[src/rtl/tws_pkg.sv]
package tws_pkg;

    // Register byte offsets
    localparam logic [7:0] OFF_OWN_ADDR = 8'h00;
    localparam logic [7:0] OFF_CTRL     = 8'h04;
    localparam logic [7:0] OFF_STATUS   = 8'h08;
    localparam logic [7:0] OFF_DATA     = 8'h0c;
    localparam logic [7:0] OFF_IRQ_ST   = 8'h10;
    localparam logic [7:0] OFF_IRQ_MASK = 8'h14;

    // Control register fields
    localparam int CTL_FLAG   = 7;
    localparam int CTL_ACK_EN = 6;
    localparam int CTL_START  = 5;
    localparam int CTL_STOP   = 4;
    localparam int CTL_WCOL   = 3;
    localparam int CTL_EN     = 2;
    localparam int CTL_IE     = 0;

    // Own address register fields
    localparam int OWN_GC_BIT = 0;

    // Interrupt status and mask fields
    localparam int IRQ_FLAG = 0;
    localparam int IRQ_STOP = 1;
    localparam int IRQ_WCOL = 2;
    localparam int IRQ_W    = 3;

    // Status codes
    localparam logic [7:0] ST_SLA_R_ACK = 8'ha8;
    localparam logic [7:0] ST_ARB_SLA_R = 8'hb0;
    localparam logic [7:0] ST_DATA_ACK  = 8'hb8;
    localparam logic [7:0] ST_DATA_NACK = 8'hc0;
    localparam logic [7:0] ST_LAST_ACK  = 8'hc8;
    localparam logic [7:0] ST_NO_INFO   = 8'hf8;

    localparam logic [6:0] GEN_CALL_ADDR = 7'h00;

    // Reset values
    localparam logic [7:0] RST_OWN_ADDR = 8'h00;
    localparam logic [7:0] RST_DATA     = 8'hff;
    localparam logic [1:0] RST_PRESC    = 2'h0;
    localparam logic [2:0] RST_IRQ      = 3'h0;

    typedef enum logic [2:0] {
        S_IDLE     = 3'b000,
        S_ADDR     = 3'b001,
        S_ADDR_ACK = 3'b010,
        S_HOLD     = 3'b011,
        S_TX       = 3'b100,
        S_TX_ACK   = 3'b101,
        S_END_HOLD = 3'b110,
        S_SKIP     = 3'b111
    } tws_state_e;

endpackage

[src/rtl/tws_ifs.sv]
`timescale 1ns/1ps
interface tws_reg_if;
    logic       wr;
    logic [7:0] addr;
    logic [7:0] wdata;
    logic [7:0] rdata;
    modport slv (output wr, output addr, output wdata, input rdata);
    modport core (input wr, input addr, input wdata, output rdata);
endinterface

interface tws_line_if;
    logic scl_rise;
    logic scl_fall;
    logic sda;
    logic start_det;
    logic stop_det;
    modport src (output scl_rise, output scl_fall, output sda,
                 output start_det, output stop_det);
    modport dst (input scl_rise, input scl_fall, input sda,
                 input start_det, input stop_det);
endinterface

[src/rtl/tws_ahb_slv.sv]
`timescale 1ns/1ps
module tws_ahb_slv (
    // Clock and reset
    input  wire logic        hclk,
    input  wire logic        hresetn,
    // AHB-Lite slave
    input  wire logic        hsel,
    input  wire logic [31:0] haddr,
    input  wire logic [1:0]  htrans,
    input  wire logic        hwrite,
    input  wire logic [2:0]  hsize,
    input  wire logic [31:0] hwdata,
    input  wire logic        hready,
    output logic             hreadyout,
    output logic             hresp,
    output logic [31:0]      hrdata,
    // Register side
    tws_reg_if.slv           regs
);
    logic       wr_pend_r;
    logic       rd_pend_r;
    logic [7:0] addr_r;
    logic       addr_phase;

    assign addr_phase = hsel & htrans[1] & hready;

    always_ff @(posedge hclk or negedge hresetn) begin
        if (!hresetn) begin
            wr_pend_r <= 1'b0;
            rd_pend_r <= 1'b0;
            addr_r    <= 8'h00;
        end else begin
            wr_pend_r <= addr_phase & hwrite & (hsize == 3'h2);
            rd_pend_r <= addr_phase & ~hwrite;
            if (addr_phase) begin
                addr_r <= haddr[7:0];
            end
        end
    end

    // Reads take one wait state so that hrdata comes from a flip-flop
    always_ff @(posedge hclk or negedge hresetn) begin
        if (!hresetn) begin
            hrdata <= 32'h0000_0000;
        end else if (rd_pend_r) begin
            hrdata <= {24'h00_0000, regs.rdata};
        end
    end

    assign hreadyout   = ~rd_pend_r;
    assign hresp       = 1'b0;
    assign regs.wr     = wr_pend_r;
    assign regs.addr   = addr_r;
    assign regs.wdata  = hwdata[7:0];

endmodule // tws_ahb_slv

[src/rtl/tws_bus_mon.sv]
`timescale 1ns/1ps
module tws_bus_mon (
    // Clock and reset
    input  wire logic hclk,
    input  wire logic hresetn,
    // Line pins
    input  wire logic scl_i,
    input  wire logic sda_i,
    // Line events
    tws_line_if.src   line
);
    logic [2:0] scl_q_r;
    logic [2:0] sda_q_r;

    // Stage 0 feeds only stage 1; edges look at stages 1 and 2
    always_ff @(posedge hclk or negedge hresetn) begin
        if (!hresetn) begin
            scl_q_r <= 3'h7;
            sda_q_r <= 3'h7;
        end else begin
            scl_q_r <= {scl_q_r[1:0], scl_i};
            sda_q_r <= {sda_q_r[1:0], sda_i};
        end
    end

    assign line.scl_rise  = scl_q_r[1] & ~scl_q_r[2];
    assign line.scl_fall  = ~scl_q_r[1] & scl_q_r[2];
    assign line.sda       = sda_q_r[1];
    assign line.start_det = scl_q_r[1] & scl_q_r[2] &
                            ~sda_q_r[1] & sda_q_r[2];
    assign line.stop_det  = scl_q_r[1] & scl_q_r[2] &
                            sda_q_r[1] & ~sda_q_r[2];

endmodule // tws_bus_mon

[src/rtl/tws_slave_tx.sv]
// The AHB-Lite slave port and the register offsets were left to the implementer.
`timescale 1ns/1ps
module tws_slave_tx (
    // Clock and reset
    input  wire logic        hclk,
    input  wire logic        hresetn,
    // AHB-Lite slave
    input  wire logic        hsel,
    input  wire logic [31:0] haddr,
    input  wire logic [1:0]  htrans,
    input  wire logic        hwrite,
    input  wire logic [2:0]  hsize,
    input  wire logic [31:0] hwdata,
    input  wire logic        hready,
    output logic             hreadyout,
    output logic             hresp,
    output logic [31:0]      hrdata,
    // Two-wire bus pins, open drain
    input  wire logic        scl_i,
    output logic             scl_o,
    output logic             scl_oe,
    input  wire logic        sda_i,
    output logic             sda_o,
    output logic             sda_oe,
    // Chip-level signals
    input  wire logic        arb_lost_addr,
    input  wire logic        deep_sleep,
    output logic             wake_req,
    output logic             rx_select,
    output logic             start_issue,
    output logic             irq
);
    tws_reg_if  regs ();
    tws_line_if line ();

    tws_pkg::tws_state_e state_r;

    logic [7:0] own_addr_r;
    logic [7:0] data_r;
    logic [7:0] code_r;
    logic [1:0] presc_r;
    logic       flag_r;
    logic       ack_en_r;
    logic       start_req_r;
    logic       stop_req_r;
    logic       wcol_r;
    logic       en_r;
    logic       ie_r;
    logic [2:0] irq_st_r;
    logic [2:0] irq_mask_r;
    logic [7:0] shift_r;
    logic [2:0] bit_cnt_r;
    logic       got_r;
    logic       master_ack_r;
    logic       last_r;
    logic       rx_r;
    logic       sda_low_r;
    logic       setup_r;
    logic       busy_r;
    logic       start_pend_r;
    logic       rx_select_r;
    logic       start_issue_r;

    logic       addressed;
    logic       flag_set;
    logic       flag_clr;
    logic       wr_ctrl;
    logic       wr_data;
    logic       wcol_set;
    logic       own_hit;
    logic       gc_hit;
    logic       recog;
    logic [2:0] irq_ev;
    logic [7:0] ctrl_rd;

    function automatic logic sel(input logic [7:0] a, input logic [7:0] off);
        sel = (a == off);
    endfunction

    tws_ahb_slv u_ahb (
        .hclk      (hclk),
        .hresetn   (hresetn),
        .hsel      (hsel),
        .haddr     (haddr),
        .htrans    (htrans),
        .hwrite    (hwrite),
        .hsize     (hsize),
        .hwdata    (hwdata),
        .hready    (hready),
        .hreadyout (hreadyout),
        .hresp     (hresp),
        .hrdata    (hrdata),
        .regs      (regs.slv)
    );

    tws_bus_mon u_mon (
        .hclk    (hclk),
        .hresetn (hresetn),
        .scl_i   (scl_i),
        .sda_i   (sda_i),
        .line    (line.src)
    );

    assign wr_ctrl  = regs.wr & sel(regs.addr, tws_pkg::OFF_CTRL);
    assign wr_data  = regs.wr & sel(regs.addr, tws_pkg::OFF_DATA);
    assign flag_clr = wr_ctrl & regs.wdata[tws_pkg::CTL_FLAG] & flag_r;
    assign addressed = (state_r == tws_pkg::S_HOLD) ||
                       (state_r == tws_pkg::S_TX) ||
                       (state_r == tws_pkg::S_TX_ACK) ||
                       (state_r == tws_pkg::S_END_HOLD);
    assign wcol_set = wr_data & ~flag_r & addressed;

    assign own_hit = (shift_r[7:1] == own_addr_r[7:1]);
    assign gc_hit  = own_addr_r[tws_pkg::OWN_GC_BIT] &
                     (shift_r[7:1] == tws_pkg::GEN_CALL_ADDR);
    // Enable and ack enable are read live so recognition resumes at once
    assign recog   = en_r & ack_en_r & (own_hit | gc_hit);

    // Flag set on the SCL fall that closes an acked read address or data ack
    assign flag_set = line.scl_fall & ~line.start_det & (
        ((state_r == tws_pkg::S_ADDR_ACK) & ~rx_r) ||
        ((state_r == tws_pkg::S_TX_ACK) & got_r));

    always_ff @(posedge hclk or negedge hresetn) begin
        if (!hresetn) begin
            own_addr_r <= tws_pkg::RST_OWN_ADDR;
            presc_r    <= tws_pkg::RST_PRESC;
            irq_mask_r <= tws_pkg::RST_IRQ;
        end else if (regs.wr) begin
            if (sel(regs.addr, tws_pkg::OFF_OWN_ADDR)) begin
                own_addr_r <= regs.wdata;
            end
            if (sel(regs.addr, tws_pkg::OFF_STATUS)) begin
                presc_r <= regs.wdata[1:0];
            end
            if (sel(regs.addr, tws_pkg::OFF_IRQ_MASK)) begin
                irq_mask_r <= regs.wdata[2:0];
            end
        end
    end

    always_ff @(posedge hclk or negedge hresetn) begin
        if (!hresetn) begin
            ack_en_r    <= 1'b0;
            start_req_r <= 1'b0;
            stop_req_r  <= 1'b0;
            en_r        <= 1'b0;
            ie_r        <= 1'b0;
        end else if (wr_ctrl) begin
            ack_en_r    <= regs.wdata[tws_pkg::CTL_ACK_EN];
            start_req_r <= regs.wdata[tws_pkg::CTL_START];
            stop_req_r  <= regs.wdata[tws_pkg::CTL_STOP];
            en_r        <= regs.wdata[tws_pkg::CTL_EN];
            ie_r        <= regs.wdata[tws_pkg::CTL_IE];
        end
    end

    // Only software writes the data register; the shifter is separate
    always_ff @(posedge hclk or negedge hresetn) begin
        if (!hresetn) begin
            data_r <= tws_pkg::RST_DATA;
        end else if (wr_data & ~wcol_set) begin
            data_r <= regs.wdata;
        end
    end

    // Hardware set wins over a software clear in the same cycle
    always_ff @(posedge hclk or negedge hresetn) begin
        if (!hresetn) begin
            flag_r <= 1'b0;
        end else if (flag_set) begin
            flag_r <= 1'b1;
        end else if (flag_clr) begin
            flag_r <= 1'b0;
        end
    end

    always_ff @(posedge hclk or negedge hresetn) begin
        if (!hresetn) begin
            wcol_r <= 1'b0;
        end else if (wcol_set) begin
            wcol_r <= 1'b1;
        end else if (wr_data) begin
            wcol_r <= 1'b0;
        end
    end

    always_ff @(posedge hclk or negedge hresetn) begin
        if (!hresetn) begin
            code_r <= tws_pkg::ST_NO_INFO;
        end else if (flag_set) begin
            if (state_r == tws_pkg::S_ADDR_ACK) begin
                code_r <= arb_lost_addr ? tws_pkg::ST_ARB_SLA_R
                                        : tws_pkg::ST_SLA_R_ACK;
            end else if (!master_ack_r) begin
                code_r <= tws_pkg::ST_DATA_NACK;
            end else if (last_r) begin
                code_r <= tws_pkg::ST_LAST_ACK;
            end else begin
                code_r <= tws_pkg::ST_DATA_ACK;
            end
        end
    end

    always_ff @(posedge hclk or negedge hresetn) begin
        if (!hresetn) begin
            state_r      <= tws_pkg::S_IDLE;
            shift_r      <= 8'h00;
            bit_cnt_r    <= 3'h0;
            got_r        <= 1'b0;
            master_ack_r <= 1'b0;
            last_r       <= 1'b0;
            rx_r         <= 1'b0;
            sda_low_r    <= 1'b0;
            rx_select_r  <= 1'b0;
        end else begin
            rx_select_r <= 1'b0;
            if (!en_r || line.stop_det) begin
                state_r   <= tws_pkg::S_IDLE;
                sda_low_r <= 1'b0;
            end else if (line.start_det) begin
                state_r   <= tws_pkg::S_ADDR;
                bit_cnt_r <= 3'h0;
                got_r     <= 1'b0;
                sda_low_r <= 1'b0;
            end else begin
                case (state_r)
                    tws_pkg::S_IDLE, tws_pkg::S_SKIP: begin
                        sda_low_r <= 1'b0;
                    end
                    tws_pkg::S_ADDR: begin
                        if (line.scl_rise && !got_r) begin
                            shift_r   <= {shift_r[6:0], line.sda};
                            bit_cnt_r <= bit_cnt_r + 3'h1;
                            got_r     <= (bit_cnt_r == 3'h7);
                        end else if (line.scl_fall && got_r) begin
                            got_r <= 1'b0;
                            if (recog) begin
                                sda_low_r   <= 1'b1;
                                rx_r        <= ~shift_r[0];
                                rx_select_r <= ~shift_r[0];
                                state_r     <= tws_pkg::S_ADDR_ACK;
                            end else begin
                                state_r <= tws_pkg::S_SKIP;
                            end
                        end
                    end
                    tws_pkg::S_ADDR_ACK: begin
                        if (line.scl_fall) begin
                            sda_low_r <= 1'b0;
                            state_r   <= rx_r ? tws_pkg::S_SKIP
                                              : tws_pkg::S_HOLD;
                        end
                    end
                    tws_pkg::S_HOLD: begin
                        if (flag_clr && !flag_set) begin
                            shift_r   <= data_r;
                            last_r    <= ~regs.wdata[tws_pkg::CTL_ACK_EN];
                            sda_low_r <= ~data_r[7];
                            bit_cnt_r <= 3'h0;
                            state_r   <= tws_pkg::S_TX;
                        end
                    end
                    tws_pkg::S_TX: begin
                        if (line.scl_fall) begin
                            if (bit_cnt_r == 3'h7) begin
                                sda_low_r <= 1'b0;
                                got_r     <= 1'b0;
                                state_r   <= tws_pkg::S_TX_ACK;
                            end else begin
                                shift_r   <= {shift_r[6:0], 1'b0};
                                sda_low_r <= ~shift_r[6];
                                bit_cnt_r <= bit_cnt_r + 3'h1;
                            end
                        end
                    end
                    tws_pkg::S_TX_ACK: begin
                        if (line.scl_rise) begin
                            master_ack_r <= ~line.sda;
                            got_r        <= 1'b1;
                        end else if (line.scl_fall && got_r) begin
                            got_r   <= 1'b0;
                            state_r <= (master_ack_r && !last_r)
                                       ? tws_pkg::S_HOLD
                                       : tws_pkg::S_END_HOLD;
                        end
                    end
                    tws_pkg::S_END_HOLD: begin
                        // SDA stays released, SCL is held until the flag clears: a master reading on gets ones
                        if (flag_clr && !flag_set) begin
                            state_r <= tws_pkg::S_IDLE;
                        end
                    end
                    default: begin
                        state_r <= tws_pkg::S_IDLE;
                    end
                endcase
            end
        end
    end

    // One extra cycle of hold gives SDA setup before SCL is let go
    always_ff @(posedge hclk or negedge hresetn) begin
        if (!hresetn) begin
            setup_r <= 1'b0;
        end else begin
            setup_r <= flag_clr & (state_r == tws_pkg::S_HOLD);
        end
    end

    always_ff @(posedge hclk or negedge hresetn) begin
        if (!hresetn) begin
            busy_r <= 1'b0;
        end else if (line.start_det) begin
            busy_r <= 1'b1;
        end else if (line.stop_det) begin
            busy_r <= 1'b0;
        end
    end

    always_ff @(posedge hclk or negedge hresetn) begin
        if (!hresetn) begin
            start_pend_r  <= 1'b0;
            start_issue_r <= 1'b0;
        end else begin
            start_issue_r <= start_pend_r & ~busy_r;
            if (flag_clr && state_r == tws_pkg::S_END_HOLD) begin
                start_pend_r <= regs.wdata[tws_pkg::CTL_START];
            end else if (start_pend_r && !busy_r) begin
                start_pend_r <= 1'b0;
            end
        end
    end

    localparam int IRQ_FLAG_IDX = tws_pkg::IRQ_FLAG;
    assign irq_ev[IRQ_FLAG_IDX] = flag_set & ie_r;
    assign irq_ev[tws_pkg::IRQ_STOP] = line.stop_det & addressed;
    assign irq_ev[tws_pkg::IRQ_WCOL] = wcol_set;

    always_ff @(posedge hclk or negedge hresetn) begin
        if (!hresetn) begin
            irq_st_r <= tws_pkg::RST_IRQ;
        end else begin
            irq_st_r <= irq_ev | (irq_st_r & ~(
                {3{regs.wr & sel(regs.addr, tws_pkg::OFF_IRQ_ST)}}
                & regs.wdata[2:0]));
        end
    end

    assign irq = |(irq_st_r & irq_mask_r);

    // Status shows no-info while the flag is clear; prescaler sits in [1:0]
    assign ctrl_rd = {flag_r, ack_en_r, start_req_r, stop_req_r,
                      wcol_r, en_r, 1'b0, ie_r};

    always_comb begin
        regs.rdata = 8'h00;
        case (regs.addr)
            tws_pkg::OFF_OWN_ADDR: regs.rdata = own_addr_r;
            tws_pkg::OFF_CTRL:     regs.rdata = ctrl_rd;
            tws_pkg::OFF_STATUS: begin
                regs.rdata = {(flag_r ? code_r[7:3]
                                      : tws_pkg::ST_NO_INFO[7:3]),
                              1'b0, presc_r};
            end
            tws_pkg::OFF_DATA:     regs.rdata = data_r;
            tws_pkg::OFF_IRQ_ST:   regs.rdata = {5'h00, irq_st_r};
            tws_pkg::OFF_IRQ_MASK: regs.rdata = {5'h00, irq_mask_r};
            default:               regs.rdata = 8'h00;
        endcase
    end

    // Clock runs on in deep sleep here; a read-address match asks the chip to wake
    assign wake_req    = deep_sleep & flag_r & addressed;
    assign scl_o       = 1'b0;
    assign scl_oe      = (flag_r & addressed) | setup_r;
    assign sda_o       = 1'b0;
    assign sda_oe      = sda_low_r;
    assign rx_select   = rx_select_r;
    assign start_issue = start_issue_r;

endmodule // tws_slave_tx

[config.mk]
export PLATFORM = sky130hd
export DESIGN_NAME = tws_slave_tx
export DESIGN_NICKNAME = d
export VERILOG_FILES = /design/src/rtl/tws_pkg.sv /design/src/rtl/tws_ifs.sv /design/src/rtl/tws_ahb_slv.sv /design/src/rtl/tws_bus_mon.sv /design/src/rtl/tws_slave_tx.sv
export SDC_FILE = /design/constraint.sdc
export NUM_CORES = 1
export LEC_CHECK = 0
export ABC_AREA = 1
export BUFFER_PORTS_ARGS = -buffer_cell sky130_fd_sc_hd__clkbuf_2
export CAP_MARGIN = 20
export CORE_ASPECT_RATIO = 2
export CORE_UTILIZATION = 59
export CTS_BUF_LIST = sky130_fd_sc_hd__clkbuf_4
export DETAILED_ROUTE_END_ITERATION = 10
export PLACE_DENSITY_LB_ADDON = 0.08
export SYNTH_ARGS = -nofsm -noshare
export SYNTH_HDL_FRONTEND = slang
export SYNTH_SLANG_ARGS = --single-unit
[constraint.sdc]
create_clock -name hclk -period 2.7 [get_ports hclk]
set_clock_uncertainty 0.05 [all_clocks]
set_input_delay 0.27 -clock hclk [delete_from_list [all_inputs] [get_ports hclk]]
set_output_delay 0.27 -clock hclk [all_outputs]
set_load 0.01 [all_outputs]
; ---- Word level (Yosys, flattened, before mapping)
; Index checks and enable logic that the tools add are counted.
[totals]
in_bits = 78
regBits = 87
word_cells = 228
output_inout_bits = 42
[op_classes]
addsub = 1
reduce_logical = 41
n_bitwise = 58
n_mux = 62
n_eq_ne = 34
[op_table]
columns = cell, n
row1 = 3-bit 2-to-1 mux, 18
row2 = 8-bit one-hot mux with 6 select lines, 1
row3 = 1-bit AND, 34
row4 = 8-bit 2-to-1 mux, 4
row5 = 1-bit 2-to-1 mux, 29
row6 = 8-bit one-hot mux with 3 select lines, 1
row7 = 7-bit 2-to-1 mux, 3
row8 = 3-bit one-hot mux with 6 select lines, 1
row9 = 1-bit inverter, 17
row10 = "8-bit by 4-bit == test with 1-bit output, second input constant", 2
row11 = "8-bit by 5-bit == test with 1-bit output, second input constant", 2
row12 = "4-bit != test, second input constant", 4
row13 = "3-bit == test, second input constant", 5
row14 = 7-bit AND reduction, 2
row15 = "3-bit != test, second input constant", 4
row16 = "4-bit by 2-bit != test with 1-bit output, second input constant", 3
row17 = "4-bit by 3-bit != test with 1-bit output, second input constant", 3
row18 = 4-bit AND reduction, 3
row19 = 6-bit AND reduction, 2
row20 = 5-bit 2-to-1 mux, 2
row21 = 10-bit AND reduction, 1
row22 = 3-bit AND, 3
row23 = "3-bit by 2-bit == test with 1-bit output, second input constant", 3
row24 = 3-bit one-hot mux with 3 select lines, 1
row25 = 25 further kinds, 48

; ---- Depth between registers and ports, before layout
[depth]
word_depth = 12
ltp_mapped = 13

; ---- Modules after synthesis
; From an unflattened synthesis, not the netlist that was laid out.
[unflattened]
cells_unflattened = 610
hier_area_um2 = 4718.3
[by_module_without_submodules]
columns = module, area_per_inst_um2, seq_area_each_um2, cells_per_inst, n_inst
row1 = tws_slave_tx, 3525.9, 1491.4, 480, 1
row2 = tws_ahb_slv, 993.5, 450.4, 113, 1
row3 = tws_bus_mon, 198.9, 157.7, 17, 1

; ---- Worst setup path after synthesis
; No wires, ideal clock.
[synth_timing]
path_kind = reg-to-reg
start = register u_mon.scl_q_r[1]
end = register state_r[0]
synth_period_minus_slack_ps = 1705
path_slack_ps = 995
arrival_time_ps = 1535
path_stages_with_launch = 12
n_path_buf = 0
path_cell_list = dfstp_2 -> nand2_2 -> nor2_4 -> nor2_4 -> inv_1 -> nor2_4 -> nand2_1 -> inv_1 -> nor2_2 -> nand2_2 -> o21ai_0 -> nand2_1
[synth_via]
elab_chain_cells = 10
elab_cells_between_ends = 29
cone_classes = eq/ne (9) / mux (2) / bitwise (11) / reduce/logical (7)
[synth_lines]
columns = element, line_no
row1 = start: declaration, tws_bus_mon.sv:12  ; logic [2:0] scl_q_r;
row2 = start signal: assignment, tws_bus_mon.sv:21  ; scl_q_r <= {scl_q_r[1:0], scl_i};
row3 = 1-bit AND, "tws_bus_mon.sv:29, tws_bus_mon.sv:31"
row4 = 1-bit AND, tws_bus_mon.sv:29  ; assign line.start_det = scl_q_r[1] & scl_q_r[2] &
row5 = 1-bit AND, tws_bus_mon.sv:30  ; ~sda_q_r[1] & sda_q_r[2];
row6 = 1-bit inverter (no line), -
row7 = 1-bit AND (2 in a row), tws_slave_tx.sv:120  ; assign flag_set = line.scl_fall & ~line.start_det & (
row8 = 1-bit zero test, "tws_slave_tx.sv:256, tws_slave_tx.sv:290"
row9 = 1-bit logical AND, "tws_slave_tx.sv:256, tws_slave_tx.sv:290"
row10 = 4-bit != test (no line) or 4-bit by 2-bit != test with 1-bit output (tied branches), -
row11 = 10-bit AND reduction (no line), -
row12 = end signal: assignment, tws_slave_tx.sv:261  ; state_r <= tws_pkg::S_TX;
row13 = end signal: assignment, tws_slave_tx.sv:291  ; state_r <= tws_pkg::S_IDLE;
row14 = end signal: assignment, tws_slave_tx.sv:295  ; state_r <= tws_pkg::S_IDLE;
row15 = end: declaration, tws_slave_tx.sv:36  ; tws_pkg::tws_state_e state_r;
; Several ways; a longest one is shown, not always the timed one.
; A chain may end at the register's enable or synchronous reset.

; ---- Worst setup path in the final report
[layout_timing]
start = register state_r[1]
end = output port wake_req
[layout_via]
elab_chain_cells = 5
elab_cells_between_ends = 8
cone_classes = eq/ne (4) / bitwise (1) / reduce/logical (3)
[layout_lines]
columns = element, line_no
row1 = start signal: assignment, tws_slave_tx.sv:207  ; state_r <= tws_pkg::S_IDLE;
row2 = start signal: assignment, tws_slave_tx.sv:219  ; state_r <= tws_pkg::S_IDLE;
row3 = start signal: assignment, tws_slave_tx.sv:222  ; state_r <= tws_pkg::S_ADDR;
row4 = 3-bit by 2-bit == test with 1-bit output or 3-bit == test (tied branches), "tws_slave_tx.sv:107, tws_slave_tx.sv:108"
row5 = 1-bit logical OR, tws_slave_tx.sv:107  ; assign addressed = (state_r == tws_pkg::S_HOLD) ||
row6 = 1-bit logical OR, tws_slave_tx.sv:108  ; (state_r == tws_pkg::S_TX) ||
row7 = 1-bit logical OR (*), tws_slave_tx.sv:109  ; (state_r == tws_pkg::S_TX_ACK) ||
row8 = 1-bit AND (*), tws_slave_tx.sv:374  ; assign wake_req = deep_sleep & flag_r & addressed;
row9 = end: declaration, tws_slave_tx.sv:28  ; output logic wake_req,
; Mark *: on every way between the ends. The rest lies on a longest branch, timed or not.

==> run summary <==
Synthesized instance count = 570
Setup crit start kind = register
Top Layer Used = met4
Reg2Reg Capture Point = shift_r[4]$_DFFE_PN0P_
Pwr dens = 831.4 nW/um^2
Setup_tns = 0 ns
Fin crit share = 85.05%
Part of the Yosys area used for sequential elements = 45.97%
Main synth FF type = dfrtp_1
Gpl congestion = 0.9627
Initial Util = 60.53%
Nets = 711
Leakage = 0.002722 uW
Max Clock Freq = 435.5 MHz
Die area = 8117 sq um
Antenna violations before repair = 0
H-tree Lvls = 3
Row count = 45
CTS tree = done
Total Routed Length = 11,000 microns
Clock-pin slew on the worst setup and hold paths = 0.13 ns
Leading cell type in the layout, fill and taps excluded = nand2_1
DP Area = 4752 sq um
Peak VDD IR = 0.6387 mV
Resize count post-CTS = 0
Ys Warns = 0
Reg-to-Reg Start = state_r[2]$_DFFE_PN0P_
Setup Crit Path Kind = reg -> out
Most frequent cells in the layout = nand2_1 (157), dfrtp_1 (65), inv_1 (64)
Endpoints failing hold = 0
Die Span Y = 126.4 microns
Number of global-route vias before repair = 3,776
Slew @ Worst Pin = 0.6317 ns
Ys async rst share = 100.0%
Worst Path Required = 2.38 ns
Hold Crit Class = in -> reg
GR Util All Layers = 29.62%
Total CTS buffers = 9
Post-Layout Cell Count = 730
Setup crit end kind = output port
Fin. max-slew vios = 0
DRT met1 WL = 3900 microns
Detailed placement HPWL = 8304 microns
DR vias = 3,831
Distinct cells, synth = 42
Worst R2R Path Depth = 9
Routed met3 length = 361 microns
Vias per inst = 5.248
Outcome = completed
Ant. Diodes = 0
Total Power = 4274 uW
Root Driver = clkbuf_4
CP Data Arrival Time = 1.98 ns
Crit path to = wake_req
Die width = 64.21 microns
Core ar. = 7545 sq um
Synthesized area = 4567 sq um
# DRC = 0
Number of synthesized register bits = 83
CP startpoint = state_r[1]$_DFFE_PN0P_
IO Pins = 120
Clk sink count = 83
Drt first-iter violations = 282
R2R Setup Slk = 0.64 ns
Final worst path period need = 2.296 ns
Area taken by multi-input logic gates = 2018 sq um
Dpl cells = 700
Wire per inst = 15.07 microns
First-pass GRT wire length = 17,860 microns
Number of fill cells in the layout = 667
Clk Latency, worst-skew pair = 0.44 ns
Port Buffers = 43
Area occupied by registers = 2100 sq um
GRT overflow = 0
Layout cells sized above 1 = 20.44%
P&R area growth vs syn = 12.58%
Post-synth EDFFs = 0
Relative slew slack = 57.77%
ANT nets after route = 0
Final setup fails = 0
Post-route cell area = 5141 sq um
Clock Path Buffers = 2
RSZ-0062 raised after global routing = false
Met2 WL post-DR = 6013 microns
Max-Cap Viols = 0
First-pass detailed-route iteration total = 5
Syn Area/Cell = 8.012 sq um
Pin count of the biggest net entering global routing = 84
Max Fanout on Critical Path = 10
critical path, cell delays in order, from the launching register on:
cell	delay [ns]
dfrtp_1	0.57
nand2_2	0.12
nor2_4	0.12
inv_2	0.05
buf_4	0.18
nand4_4	0.09
inv_2	0.09
nor2_1	0.14
clkbuf_2	0.16
routing by layer:
layer / GRT usage (%) / vias up
li1: - / 1886
met1: 29.93 / 1780
met2: 54.26 / 118
met3: 4.496 / 47
met4: 19.87 / 0
met5: 0 / -
flip-flops by register name, indices dropped and copies added (netlist names), 2 cells and up:
register	flops
bit_cnt_r	3
code_r	4
data_r	8
irq_mask_r	3
irq_st_r	3
own_addr_r	8
presc_r	2
shift_r	8
state_r	3
u_ahb.hrdata	8
u_ahb.regs.addr	8
u_mon.scl_q_r	3
u_mon.sda_q_r	3
cells in the mapped netlist, types with 9 or more instances:
cell type	instances	area (sq um)
dfrtp_1	65	1627
nor2_2	9	56.30
o21ai_0	61	305.3
dfstp_2	18	473.0
buf_4	29	217.7
inv_1	64	240.2
a21oi_1	20	100.1
nand2_1	157	589.3
nand3_1	22	110.1
nor2_1	38	142.6
area by class of cell:
type | count | area share, %
clock buffers | 9 | 1.314
clock inverters | 7 | 3.188
inverters | 73 | 5.378
multi-input cells | 404 | 39.26
flip-flops and latches | 83 | 40.84
well taps | 94 | 2.288
repair buffers | 60 | 7.739
kinds of logic (layout without fill, tap and decap cells):
group           count (synthesis)  count (layout)  synth area share, %
xor+xnor                        4               4               0.7673
simple gates                  264             264                27.21
buf+inv                       109             149                11.97
fa+ha+maj                       2               2               0.5479
other cells                     1              27              0.08211
compound gates                107             107                13.45
flops                          83              83                45.97
through the flow:
stage | worst slack, ns | hold slack, ns | util [%]
final | 0.4037 | 0.03651 | 68.14
after global routing | 0.2238 | 0.02752 | 68.14
after CTS | 0.3652 | 0.001887 | 67.78
after detailed placement | 0.6500 | 0.3010 | 62.99
after global placement | 0.6593 | 0.2960 | 62.99
after floorplan | 0.9946 | -0.07559 | -
timing repair:
| action | in CTS | in global routing |
|---|---|---|
| endpoints found under the hold margin | 76 | 0 |
| hold buffers | 13 | 0 |
| buffers inserted | 0 | 0 |
where the power goes:
part | internal [uW] | total, uW | leakage, uW | switching, uW
combinational | 560 | 1570 | 0.00166 | 1010
sequential | 1450 | 1620 | 0.000937 | 178
clock | 655 | 1080 | 0.000120 | 430
total | 2660 | 4270 | 0.00272 | 1610
how the worst min path moves through the flow:
stage | to | slack (ns) | cells past startpoint | from
2_1_floorplan | ack_en_r$_DFFE_PN0N_ | -0.08 | 0 | hresetn
3_3_place_gp | u_mon.sda_q_r[1]$_DFF_PN1_ | 0.30 | 0 | u_mon.sda_q_r[0]$_DFF_PN1_
3_5_place_dp | u_mon.scl_q_r[1]$_DFF_PN1_ | 0.30 | 0 | u_mon.scl_q_r[0]$_DFF_PN1_
4_1_cts | u_ahb.regs.addr[4]$_DFFE_PN0P_ | 0.002 | 3 | haddr[4]
5_1_grt | code_r[3]$_DFFE_PN1P_ | 0.03 | 3 | arb_lost_addr
6_report | u_ahb.regs.addr[4]$_DFFE_PN0P_ | 0.04 | 3 | haddr[4]
Note: power is estimated with default switching activity, not from simulation.
